File: config.mk
export PLATFORM = sky130hd
export DESIGN_NAME = tbwdt_top
export DESIGN_NICKNAME = d
export VERILOG_FILES = /design/src/design/tbwdt_dog.v /design/src/design/tbwdt_top.v
export VERILOG_INCLUDE_DIRS = /design/src /design/src/design
export SDC_FILE = /design/constraint.sdc
export NUM_CORES = 1
export LEC_CHECK = 0
export BUFFER_PORTS_ARGS = -buffer_cell sky130_fd_sc_hd__buf_4
export CAP_MARGIN = 20
export CORE_UTILIZATION = 56
export CTS_CLUSTER_DIAMETER = 30
export CTS_CLUSTER_SIZE = 10
export DETAILED_ROUTE_END_ITERATION = 16
export GPL_TIMING_DRIVEN = 0
export HOLD_SLACK_MARGIN = 0.02
export PLACE_DENSITY = 0.78
export SLEW_MARGIN = 20
export SYNTH_ARGS = -nofsm -noshare
export SYNTH_HDL_FRONTEND = slang
export SYNTH_SLANG_ARGS = --single-unit
File: constraint.sdc
create_clock -name clk -period 3.1 [get_ports clk]
set_input_delay 0.62 -clock clk [delete_from_list [all_inputs] [get_ports clk]]
set_output_delay 0.62 -clock clk [all_outputs]
set_load 0.01 [all_outputs]
File: src/design/tbwdt_defs.vh
// timebase and watchdog constants: offsets, fields, reset values, taps
// assumes inclusion by bare name from the design files
`ifndef TBWDT_DEFS_VH
`define TBWDT_DEFS_VH
// ****************************************
// register offsets (word index on the plain port)
// ****************************************
`define TBWDT_ADDR_W 3
`define TBWDT_OFS_TB_CTRL 3'h0
`define TBWDT_OFS_WDT_CTRL 3'h1
`define TBWDT_OFS_IRQ_STAT 3'h2
`define TBWDT_OFS_IRQ_MASK 3'h3
`define TBWDT_OFS_TB_COUNT 3'h4
// ****************************************
// field positions
// ****************************************
`define TBWDT_TB_SEL_LO 0
`define TBWDT_TB_SEL_HI 1
`define TBWDT_TB_CLR_BIT 2
`define TBWDT_OSC_SEL_LO 3
`define TBWDT_OSC_SEL_HI 4
`define TBWDT_WDT_SEL_LO_BIT 0
`define TBWDT_WDT_SEL_HI_BIT 1
`define TBWDT_WDT_CLR_BIT 2
`define TBWDT_WDT_RUN_BIT 3
`define TBWDT_WDT_CNT_LO 4
`define TBWDT_WDT_CNT_HI 5
`define TBWDT_IRQ_TB_BIT 0
`define TBWDT_IRQ_OSC_BIT 1
// ****************************************
// reset values
// ****************************************
`define TBWDT_TB_CTRL_RST 5'h00
`define TBWDT_WDT_SEL_RST 2'h0
`define TBWDT_IRQ_STAT_RST 2'h0
`define TBWDT_IRQ_MASK_RST 2'h0
// ****************************************
// timebase taps (bit index whose carry marks a period of 2^(n+1))
// ****************************************
`define TBWDT_TAP_2P12 11
`define TBWDT_TAP_2P13 12
`define TBWDT_TAP_2P14 13
`define TBWDT_TAP_2P15 14
`define TBWDT_TAP_2P16 15
`define TBWDT_TAP_2P18 17
`define TBWDT_TAP_2P19 18
`define TBWDT_TB_W 18
`define TBWDT_WDT_W 2
`define TBWDT_WDT_RST_PULSE 4'h4
`endif

File: src/design/tbwdt_dog.v
// two-bit watchdog counting carries of a selected timebase tap
// assumes carry pulses are one clk cycle long; picks one of the four by sel_ff
`timescale 1ns/10ps
`include "tbwdt_defs.vh"
module tbwdt_dog #(
  parameter CNT_W = `TBWDT_WDT_W,
  parameter PULSE_LEN = `TBWDT_WDT_RST_PULSE
) (
  input wire clk,
  input wire nrst,
  input wire por_clr,
  input wire soft_clr,
  input wire clr_event,
  input wire [1:0] sel_in,
  input wire [3:0] carry_in,
  output wire running,
  output wire [1:0] sel_out,
  output wire [CNT_W-1:0] count,
  output wire wdt_reset
);
  reg run_ff;
  reg [1:0] sel_ff;
  reg [CNT_W-1:0] cnt_ff;
  reg [3:0] pulse_ff;
  reg [CNT_W-1:0] nxt_cnt;
  wire carry;
  wire expire;
  assign carry = carry_in[sel_ff];
  assign expire = run_ff & carry & (&cnt_ff) & ~soft_clr & ~clr_event;
  always @* begin
    nxt_cnt = cnt_ff;
    if (soft_clr | clr_event | ~run_ff) begin
      nxt_cnt = {CNT_W{1'b0}};
    end else if (carry) begin
      nxt_cnt = cnt_ff + {{(CNT_W-1){1'b0}}, 1'b1};
    end
  end
  always @(posedge clk) begin
    if (!nrst || por_clr) begin
      run_ff <= 1'b0;
      sel_ff <= `TBWDT_WDT_SEL_RST;
      cnt_ff <= {CNT_W{1'b0}};
      pulse_ff <= 4'h0;
    end else begin
      cnt_ff <= nxt_cnt;
      if (soft_clr && !run_ff) begin
        run_ff <= 1'b1;
        sel_ff <= sel_in;
      end
      if (expire) begin
        run_ff <= 1'b0;
        pulse_ff <= PULSE_LEN;
      end else if (pulse_ff != 4'h0) begin
        pulse_ff <= pulse_ff - 4'h1;
      end
    end
  end
  assign running = run_ff;
  assign sel_out = sel_ff;
  assign count = cnt_ff;
  assign wdt_reset = (pulse_ff != 4'h0);
endmodule

File: src/design/tbwdt_top.v
// timebase counter with interval interrupt, clock taps and watchdog
// assumes a plain register port, one clock, synchronous active-low reset
// Operation
// - 18-bit timebase counts up freely, once per clock
// - interval tap overflow raises a timebase interrupt request, repeating
// - interval select picks 2^12, 2^14, 2^16 or 2^19 cycles
// - stabilization wait tap: 2^13, 2^15 or 2^18 cycles
// - watchdog count clock from taps 2^12, 2^14, 2^16, 2^19
// - timebase taps also drive the time clock output
// - watchdog is a two-bit counter advanced by selected carry
// - started watchdog resets the cpu when not cleared in time
// - select 00..11 gives timeout 2^14, 2^16, 2^18, 2^21 cycles
// - only nrst, power-on or its own reset stops the watchdog
// - external, internal reset, clear bit, sleep or stop clear count
// - clearing keeps selection and keeps the watchdog running
// - clearing timebase drops carry progress, lengthening the timeout
//
// The placing of the registers and the address-and-strobe port were chosen for this implementation.
`timescale 1ns/10ps
`include "tbwdt_defs.vh"
module tbwdt_top #(
  parameter TB_W = `TBWDT_TB_W
) (
  input wire clk,
  input wire nrst,
  input wire por,
  input wire ext_int_reset,
  input wire sleep_enter,
  input wire stop_enter,
  input wire [`TBWDT_ADDR_W-1:0] addr,
  input wire [7:0] wdata,
  input wire wr,
  input wire rd,
  output wire [7:0] rdata,
  output wire irq,
  output wire osc_stab_done,
  output wire [3:0] clk_out_taps,
  output wire cpu_reset
);
  // ****************************************
  // registers
  // ****************************************
  reg [TB_W-1:0] tb_ff;
  reg [4:0] tb_ctrl_ff;
  reg [1:0] wdt_sel_ff;
  reg [1:0] stat_ff;
  reg [1:0] mask_ff;
  reg [7:0] rdata_ff;
  reg [TB_W-1:0] nxt_tb;
  reg [7:0] nxt_rdata;
  wire [TB_W-1:0] tb_inc;
  wire [TB_W-1:0] carry;
  wire tb_clr;
  wire wdt_clr;
  wire wr_tb;
  wire wr_wdt;
  wire wr_stat;
  wire wr_mask;
  wire tb_evt;
  wire osc_evt;
  wire wdt_run;
  wire [1:0] wdt_sel_live;
  wire [1:0] wdt_cnt;
  wire wdt_rst;
  reg iv_carry;
  reg osc_carry;
  reg tb_top_ff;
  reg skip_ff;
  reg nxt_skip;
  wire [3:0] dog_taps;
  wire [3:0] half_taps;
  wire [1:0] dog_sel;
  wire dog_clr;
  assign wr_tb = wr && (addr == `TBWDT_OFS_TB_CTRL);
  assign wr_wdt = wr && (addr == `TBWDT_OFS_WDT_CTRL);
  assign wr_stat = wr && (addr == `TBWDT_OFS_IRQ_STAT);
  assign wr_mask = wr && (addr == `TBWDT_OFS_IRQ_MASK);
  assign tb_clr = wr_tb && wdata[`TBWDT_TB_CLR_BIT];
  assign wdt_clr = wr_wdt && wdata[`TBWDT_WDT_CLR_BIT];
  // ****************************************
  // timebase counter and carries
  // ****************************************
  assign tb_inc = tb_ff + {{(TB_W-1){1'b0}}, 1'b1};
  genvar gi;
  generate
    for (gi = 0; gi < TB_W; gi = gi + 1) begin : g_carry
      assign carry[gi] = (&tb_ff[gi:0]) & ~tb_clr;
    end
  endgenerate
  always @* begin
    nxt_tb = tb_inc;
    if (tb_clr) begin
      nxt_tb = {TB_W{1'b0}};
    end
  end
  always @(posedge clk) begin
    if (!nrst) begin
      tb_ff <= {TB_W{1'b0}};
      tb_top_ff <= 1'b0;
    end else begin
      tb_ff <= nxt_tb;
      tb_top_ff <= tb_clr ? 1'b0 : (tb_top_ff ^ (&tb_ff));
    end
  end
  // top tap: counter overflow divided once more by the extra stage
  wire carry_2p19;
  assign carry_2p19 = (&tb_ff) & tb_top_ff & ~tb_clr;
  always @* begin
    case (tb_ctrl_ff[`TBWDT_TB_SEL_HI:`TBWDT_TB_SEL_LO])
      2'h0: iv_carry = carry[`TBWDT_TAP_2P12];
      2'h1: iv_carry = carry[`TBWDT_TAP_2P14];
      2'h2: iv_carry = carry[`TBWDT_TAP_2P16];
      2'h3: iv_carry = carry_2p19;
      default: iv_carry = 1'b0;
    endcase
  end
  always @* begin
    case (tb_ctrl_ff[`TBWDT_OSC_SEL_HI:`TBWDT_OSC_SEL_LO])
      2'h0: osc_carry = carry[`TBWDT_TAP_2P13];
      2'h1: osc_carry = carry[`TBWDT_TAP_2P15];
      2'h2: osc_carry = carry[`TBWDT_TAP_2P18];
      2'h3: osc_carry = carry[`TBWDT_TAP_2P18];
      default: osc_carry = 1'b0;
    endcase
  end
  assign tb_evt = iv_carry;
  assign osc_evt = osc_carry;
  assign clk_out_taps = {carry_2p19, carry[`TBWDT_TAP_2P16],
    carry[`TBWDT_TAP_2P14], carry[`TBWDT_TAP_2P12]};
  // ****************************************
  // control, status and mask registers
  // ****************************************
  always @(posedge clk) begin
    if (!nrst) begin
      tb_ctrl_ff <= `TBWDT_TB_CTRL_RST;
      wdt_sel_ff <= `TBWDT_WDT_SEL_RST;
      stat_ff <= `TBWDT_IRQ_STAT_RST;
      mask_ff <= `TBWDT_IRQ_MASK_RST;
    end else begin
      if (wr_tb) begin
        tb_ctrl_ff <= {wdata[`TBWDT_OSC_SEL_HI:`TBWDT_OSC_SEL_LO], 1'b0,
          wdata[`TBWDT_TB_SEL_HI:`TBWDT_TB_SEL_LO]};
      end
      if (wr_wdt) begin
        wdt_sel_ff <= wdata[`TBWDT_WDT_SEL_HI_BIT:`TBWDT_WDT_SEL_LO_BIT];
      end
      if (wr_mask) begin
        mask_ff <= wdata[1:0];
      end
      // set wins over the write-one clear
      stat_ff[`TBWDT_IRQ_TB_BIT] <= tb_evt |
        (stat_ff[`TBWDT_IRQ_TB_BIT] & ~(wr_stat & wdata[`TBWDT_IRQ_TB_BIT]));
      stat_ff[`TBWDT_IRQ_OSC_BIT] <= osc_evt |
        (stat_ff[`TBWDT_IRQ_OSC_BIT] & ~(wr_stat & wdata[`TBWDT_IRQ_OSC_BIT]));
    end
  end
  assign irq = |(stat_ff & mask_ff);
  assign osc_stab_done = stat_ff[`TBWDT_IRQ_OSC_BIT];
  // ****************************************
  // watchdog
  // ****************************************
  assign dog_taps = {carry_2p19, carry[`TBWDT_TAP_2P16], carry[`TBWDT_TAP_2P14],
    carry[`TBWDT_TAP_2P12]};
  assign half_taps = {tb_top_ff, tb_ff[`TBWDT_TAP_2P16], tb_ff[`TBWDT_TAP_2P14],
    tb_ff[`TBWDT_TAP_2P12]};
  assign dog_sel = wdt_run ? wdt_sel_live :
    wdata[`TBWDT_WDT_SEL_HI_BIT:`TBWDT_WDT_SEL_LO_BIT];
  assign dog_clr = wdt_clr | ext_int_reset | sleep_enter | stop_enter;
  // a clear in the late half of a tap period skips the next carry
  always @* begin
    nxt_skip = skip_ff;
    if (dog_clr) begin
      nxt_skip = half_taps[dog_sel] & ~dog_taps[dog_sel];
    end else if (dog_taps[wdt_sel_live]) begin
      nxt_skip = 1'b0;
    end
  end
  always @(posedge clk) begin
    if (!nrst || por) begin
      skip_ff <= 1'b0;
    end else begin
      skip_ff <= nxt_skip;
    end
  end
  tbwdt_dog tbwdt_dog_inst (
    .clk(clk),
    .nrst(nrst),
    .por_clr(por),
    .soft_clr(wdt_clr),
    .clr_event(ext_int_reset | sleep_enter | stop_enter),
    .sel_in(wdata[`TBWDT_WDT_SEL_HI_BIT:`TBWDT_WDT_SEL_LO_BIT]),
    .carry_in(dog_taps & {4{~skip_ff}}),
    .running(wdt_run),
    .sel_out(wdt_sel_live),
    .count(wdt_cnt),
    .wdt_reset(wdt_rst)
  );
  assign cpu_reset = wdt_rst;
  // ****************************************
  // read port
  // ****************************************
  always @* begin
    nxt_rdata = 8'h00;
    if (rd) begin
      case (addr)
        `TBWDT_OFS_TB_CTRL: nxt_rdata = {3'h0, tb_ctrl_ff};
        `TBWDT_OFS_WDT_CTRL: nxt_rdata = {2'h0, wdt_cnt, wdt_run, 1'b0,
          (wdt_run ? wdt_sel_live : wdt_sel_ff)};
        `TBWDT_OFS_IRQ_STAT: nxt_rdata = {6'h00, stat_ff};
        `TBWDT_OFS_IRQ_MASK: nxt_rdata = {6'h00, mask_ff};
        `TBWDT_OFS_TB_COUNT: nxt_rdata = tb_ff[TB_W-1:TB_W-8];
        default: nxt_rdata = 8'h00;
      endcase
    end
  end
  always @(posedge clk) begin
    if (!nrst) begin
      rdata_ff <= 8'h00;
    end else begin
      rdata_ff <= nxt_rdata;
    end
  end
  assign rdata = rdata_ff;
endmodule

# ---- Yosys cells after proc, flatten, opt, wreduce, memory -nomap -nowiden
# Cells that the tools add are included.
dict set report word_totals {
  regBits 47
  in_bits 19
  out_inout_bits 15
  elab_cells 112
}
dict set report classes {
  add_sub_neg 3
  magnitude_cmp 2
  n_eq_ne 10
  mux 17
  n_bitwise 38
  n_reduce_logical 29
}
# cell n
set op_table {}
lappend op_table {{$pmux W8 S5} 1}
lappend op_table {{$add A18 B1 Y18 const B} 1}
lappend op_table {{$reduce_and A18 Y1} 1}
lappend op_table {{$and A1 B1 Y1} 17}
lappend op_table {{$reduce_and A16 Y1} 1}
lappend op_table {{$reduce_and A15 Y1} 1}
lappend op_table {{$reduce_and A14 Y1} 1}
lappend op_table {{$reduce_and A13 Y1} 1}
lappend op_table {{$reduce_and A12 Y1} 1}
lappend op_table {{$reduce_or A2 Y1} 5}
lappend op_table {{$not A1 Y1} 9}
lappend op_table {{$or A1 B1 Y1} 9}
lappend op_table {{$bmux W1 S2} 4}
lappend op_table {{$eq A2 B2 Y1 const B} 4}
lappend op_table {{$logic_and A1 B1 Y1} 7}
lappend op_table {{$eq A3 B2 Y1 const B} 2}
lappend op_table {{$lt A2 B3 Y1 const B} 2}
lappend op_table {{$mux W1} 6}
lappend op_table {{$mux W3} 2}
lappend op_table {{$and A4 B4 Y4} 1}
lappend op_table {{$eq A2 B1 Y1 const B} 2}
lappend op_table {{$logic_not A2 Y1} 2}
lappend op_table {{$mux W2} 2}
lappend op_table {{$pmux W1 S4} 1}
lappend op_table {{13 further kinds} 16}

# ---- Logic depth before layout (Yosys ltp)
dict set report depth {
  depth_word 13
  depth_mapped 10
  ltp_nobuf 10
}

# ---- By module
# Synthesis repeated with hierarchy kept, for this count alone.
dict set report unflattened {
  hier_cells 263
  area_unflattened_um2 2369.8
}
# module instances cells_per_inst area_each_um2 seq_area_each_um2
set modules_own_cells {}
lappend modules_own_cells {tbwdt_top 1 219 1938.1 760.7}
lappend modules_own_cells {tbwdt_dog 1 44 431.7 180.2}

# ---- Least setup slack after synthesis
# Ideal clock, no wire load.
dict set report synth_timing {
  path_type {flip-flop to flip-flop}
  start {register tb_ff[0]}
  end {register tbwdt_dog_inst.cnt_ff[1], in the netlist tbwdt_dog_inst.count[1]}
  setup_ns 0.070
  arrival_time_ns 2.284
  t_required_ns 3.030
  setup_slack_ns 0.746
  path_stages_with_launch 11
  n_path_buf 0
  synth_period_minus_slack_ns 2.354
  path_cell_list {dfxtp_1 ha_1 nand4_1 nor3_4 and3_1 ha_1 a21boi_2 o21ai_2 a2bb2oi_4 or3b_1 a21oi_1}
}
dict set report synth_via {
  elab_chain_cells 6
  word_cells_on_any_way 12
  cone_classes {2 x mux; 6 x bitwise; 4 x reduce/logical}
}
# element line
set synth_lines {}
lappend synth_lines {{from (decl)} tbwdt_top.v:43} ;# reg [TB_W-1:0] tb_ff;
lappend synth_lines {{from (signal assigned)} tbwdt_top.v:98} ;# tb_ff <= {TB_W{1'b0}};
lappend synth_lines {{from (signal assigned)} tbwdt_top.v:101} ;# tb_ff <= nxt_tb;
lappend synth_lines {{$reduce_and A18 Y1} tbwdt_top.v:107} ;# assign carry_2p19 = (&tb_ff) & tb_top_ff & ~tb_clr;
lappend synth_lines {{$and A1 B1 Y1 (2 in a row)} tbwdt_top.v:107}
lappend synth_lines {{via carry_2p19} tbwdt_top.v:106} ;# wire carry_2p19;
lappend synth_lines {{$and A4 B4 Y4} tbwdt_top.v:192} ;# .carry_in(dog_taps & {4{~skip_ff}}),
lappend synth_lines {{$bmux W1 S2} tbwdt_dog.v:28} ;# assign carry = carry_in[sel_ff];
lappend synth_lines {{$mux W1 (implied by the code)} tbwdt_dog.v:28}
lappend synth_lines {{to (signal assigned)} tbwdt_dog.v:42} ;# cnt_ff <= {CNT_W{1'b0}};
lappend synth_lines {{to (signal assigned)} tbwdt_dog.v:45} ;# cnt_ff <= nxt_cnt;
lappend synth_lines {{to (decl)} tbwdt_dog.v:23} ;# reg [CNT_W-1:0] cnt_ff;
# The timed path passes the listed nets, and every way through them passes these cells. The select of a mux whose other input is x is not followed.
# A chain may end at the register's enable or synchronous reset.

# ---- Worst setup path after layout
dict set report layout_timing {
  start {register tb_ff[0]}
  end {output clk_out_taps[3]}
}
dict set report layout_via {
  elab_chain_cells 3
}
# element line
set layout_lines {}
lappend layout_lines {{$reduce_and A18 Y1} tbwdt_top.v:107}
lappend layout_lines {{$and A1 B1 Y1 (2 in a row)} tbwdt_top.v:107}
lappend layout_lines {{to (decl)} tbwdt_top.v:37} ;# output wire [3:0] clk_out_taps,
# Every way passes these cells.

==> results.cfg <==
[placed_design]
place_congestion = 0.8607
dp_hpwl_um = 3543
placed_cells = 337
port-buffer-count = 30

[clocking]
cts.path.max_buffers = 2
clk_latency_ns = 0.30
cts.sinks = 47
numCtsBuffers = 5
cts_hold_buf = 0
cts_tree = done
cts_root_buffer = clkbuf_8
htree_num_levels = 2
cts.clk_slew.worst_paths_ns = 0.08

[logic_synthesis]
syn_area_per_cell_um2 = 9.094
syn-cell-area_um2 = 2337
yosys.area.top_type = dfxtp_1
yosys-top-cells-area = dfxtp_1 40%, mux2i_1 7.3%, nor2_1 5.9%
seq_area_frac_synth_pct = 40.26
synthFlopType = dfxtp_1
yosysMostFrequentCell = dfxtp_1
ys_ff_latch = 47
synth_warnings = 0
synth.distinct_cells = 51
synthesis.nets = 280
syn-instance-count = 257
synth_top_area_share_pct = 40.26
synthArstFlopShare_pct = 0
synth_common_cells = 47 x dfxtp_1, 37 x nor2_1, 19 x nand2_1
synth-edff-count = 0

[timing]
hold_viol = 0
setup-tns-final_ns = 0
relSlewSlack_pct = 58.95
fin_crit_sh_pct = 90.67
worstMarginPinSlew_ns = 0.6132
setup_viol = 0
fmax_mhz = 355.8
hold_ws_ns = 0.4781
finClkSkew_ns = 0.008877
rsz0062_at_grt = no
final_max_slew_viol_count = 0
finalCriticalPeriod_ns = 2.811

[pwr]
power.density_nw_per_um2 = 392.0
power_frac_comb_pct = 7.4
clock_power_share_pct = 34.9
power_frac_seq_pct = 57.7
p_leak_nw = 1.044
ir_drop_uv = 273.4
power.switching_w = 0.0002642
swShare_pct = 24.71
cellInternalPower_w = 0.0008051

[grt]
grt_pass1_wl_um = 7893
antenna_found_initial = 0
grt-ovfl-total = 0
grt_max_degree = 16
grt_use_total_pct = 23.85
grt_pass1_vias = 1709

[detailed_routing]
dr.pass1.iters = 5
ant_nets = 0
vias = 1921
wl_per_cell_um = 13.81
drc = 0
wl_um = 4791
vias_per_cell = 5.536
first_iter_violations = 119

[setup_path]
setup.worst_path.start_class = flop
cpPeakStageDelay_ns = 0.39
crit_chain = ha_1 > nand4_1 > nor3_4 > and3_1 > ha_1 > a21boi_2 > buf_4 > buf_4
cp_data_arrival_time_ns = 2.19
critPathMaxFanout = 4
cp_data_required_time_ns = 2.48
slowest_stage = dfxtp_1
critPathKind = flop to output port
end_kind = output port

[die]
die_w_um = 66.61
core_um2 = 4000
row_count = 23
die_area_um2 = 4436
ioPinCount = 34
die_h_um = 66.61
start_util_pct = 58.43

[final_layout]
fill_cells = 352
final_cells = 347
nets = 319
syn_to_final_growth_pct = 16.70
drive_gt1_share_pct = 21.89
insertedDiodeCount = 0

[status]
status = completed

[hold_path]
holdCritPathClass = flop to flop

[run]
cap_violations = 0
registers in the layout (all words and copies together) (netlist names):
signal	cells
tbwdt_dog_inst.running	1
skip_ff	1
tbwdt_dog_inst.pulse_ff	4
mask_ff	2
tb_ctrl_ff	4
tb_ff	18
stat_ff	2
tb_top_ff	1
tbwdt_dog_inst.count	2
tbwdt_dog_inst.sel_out	2
wdt_sel_ff	2
rdata	8
per-layer routing:
layer / vias to the layer above / track usage, % / share of wire, %
met1: 889 / 31.09 / 49
li1: 976 / - / -
met2: 50 / 37.63 / 45
met4: 0 / 7.713 / 1.2
met3: 6 / 6.678 / 5.2
met5: - / 0 / 0
final timing paths:
path	startpoint	endpoint	depth (start not counted)	slack, ns
setup / recovery	tb_ff[0]$_SDFF_PP0_	clk_out_taps[3]	8	0.29
hold / removal	tb_ff[0]$_SDFF_PP0_	tb_ff[0]$_SDFF_PP0_	1	0.48
setup reg to reg	tb_ff[0]$_SDFF_PP0_	tbwdt_dog_inst.count[1]$_SDFFE_PP0N_	10	0.65
hold reg to reg	tb_ff[0]$_SDFF_PP0_	tb_ff[0]$_SDFF_PP0_	1	0.48
final cells by class:
class	count	area (µm²)	share of cell area (%)
multi-input cells	193	1314	48.17
flip-flops and latches	47	940.9	34.50
repair buffers	32	240.2	8.807
clock buffers	5	68.82	2.523
well taps	50	62.56	2.294
plain buffers	10	53.80	1.972
inverters	7	28.78	1.055
clock inverters	3	18.77	0.6881
what timing repair did:
item / 4_1_cts / 5_1_grt
setup endpoints to repair: 0 / 1
gates resized for setup: 0 / 0
setup buffers: 0 / 2
cells by family (layout without fill, tap and decap cells):
| kind of cell | Yosys count | in the layout | share of synthesized area [%] |
|---|---|---|---|
| muxes | 21 | 21 | 9.207 |
| xor gates and xnor gates | 16 | 16 | 5.996 |
| adders and majority gates | 4 | 4 | 2.141 |
| DFF | 47 | 47 | 40.26 |
| and+or+nand+nor | 113 | 113 | 25.05 |
| AOI/OAI and AO/OA | 39 | 39 | 13.81 |
| buffers and inverters | 17 | 57 | 3.533 |
worst max-delay path, delay by kind of cell (launching register included):
family / cells / cell delay [ns]
compound gates: 1 / 0.28
fa+ha+maj: 2 / 0.37
buf+inv: 2 / 0.26
flops: 1 / 0.39
simple gates: 3 / 0.60
cells in the final DEF, fill, tap and decap left out, types with 4 or more instances in the layout:
master and n:
a21oi_1 11, a22oi_1 4, and3_1 5, buf_2 4, buf_4 33, clkbuf_1 4, clkbuf_8 5, dfxtp_1 47
ha_1 4, inv_1 6, mux2_2 4, mux2i_1 17, nand2_1 19, nand3_1 12, nand4_1 5, nor2_1 37
nor2b_1 12, nor3_1 7, o21ai_0 8, xnor2_1 9, xor2_1 7
power groups by stage:
| stage | clock (W) | sequential (W) | combinational [W] |
|---|---|---|---|
| after global placement | 0 | 0.000631 | 0.0000780 |
| after global routing | 0.000403 | 0.000618 | 0.0000876 |
| after floorplan | 0 | 0.000629 | 0.0000443 |
| after detailed placement | 0 | 0.000631 | 0.0000790 |
| final | 0.000373 | 0.000617 | 0.0000791 |
| after CTS | 0.000372 | 0.000617 | 0.0000791 |
through the flow:
stage | power, W | util (%) | instance area (µm²) | worst slack [ns]
floorplan | 0.0006738 | - | 2337 | 0.7457
global placement | 0.0007087 | 65.62 | 2625 | 0.4246
detailed placement | 0.0007099 | 65.62 | 2625 | 0.4306
CTS | 0.001068 | 67.81 | 2713 | 0.07199
global route | 0.001108 | 68.19 | 2728 | 0.09143
finish | 0.001069 | 68.19 | 2728 | 0.2892
Power figures use the tool's default switching activity.
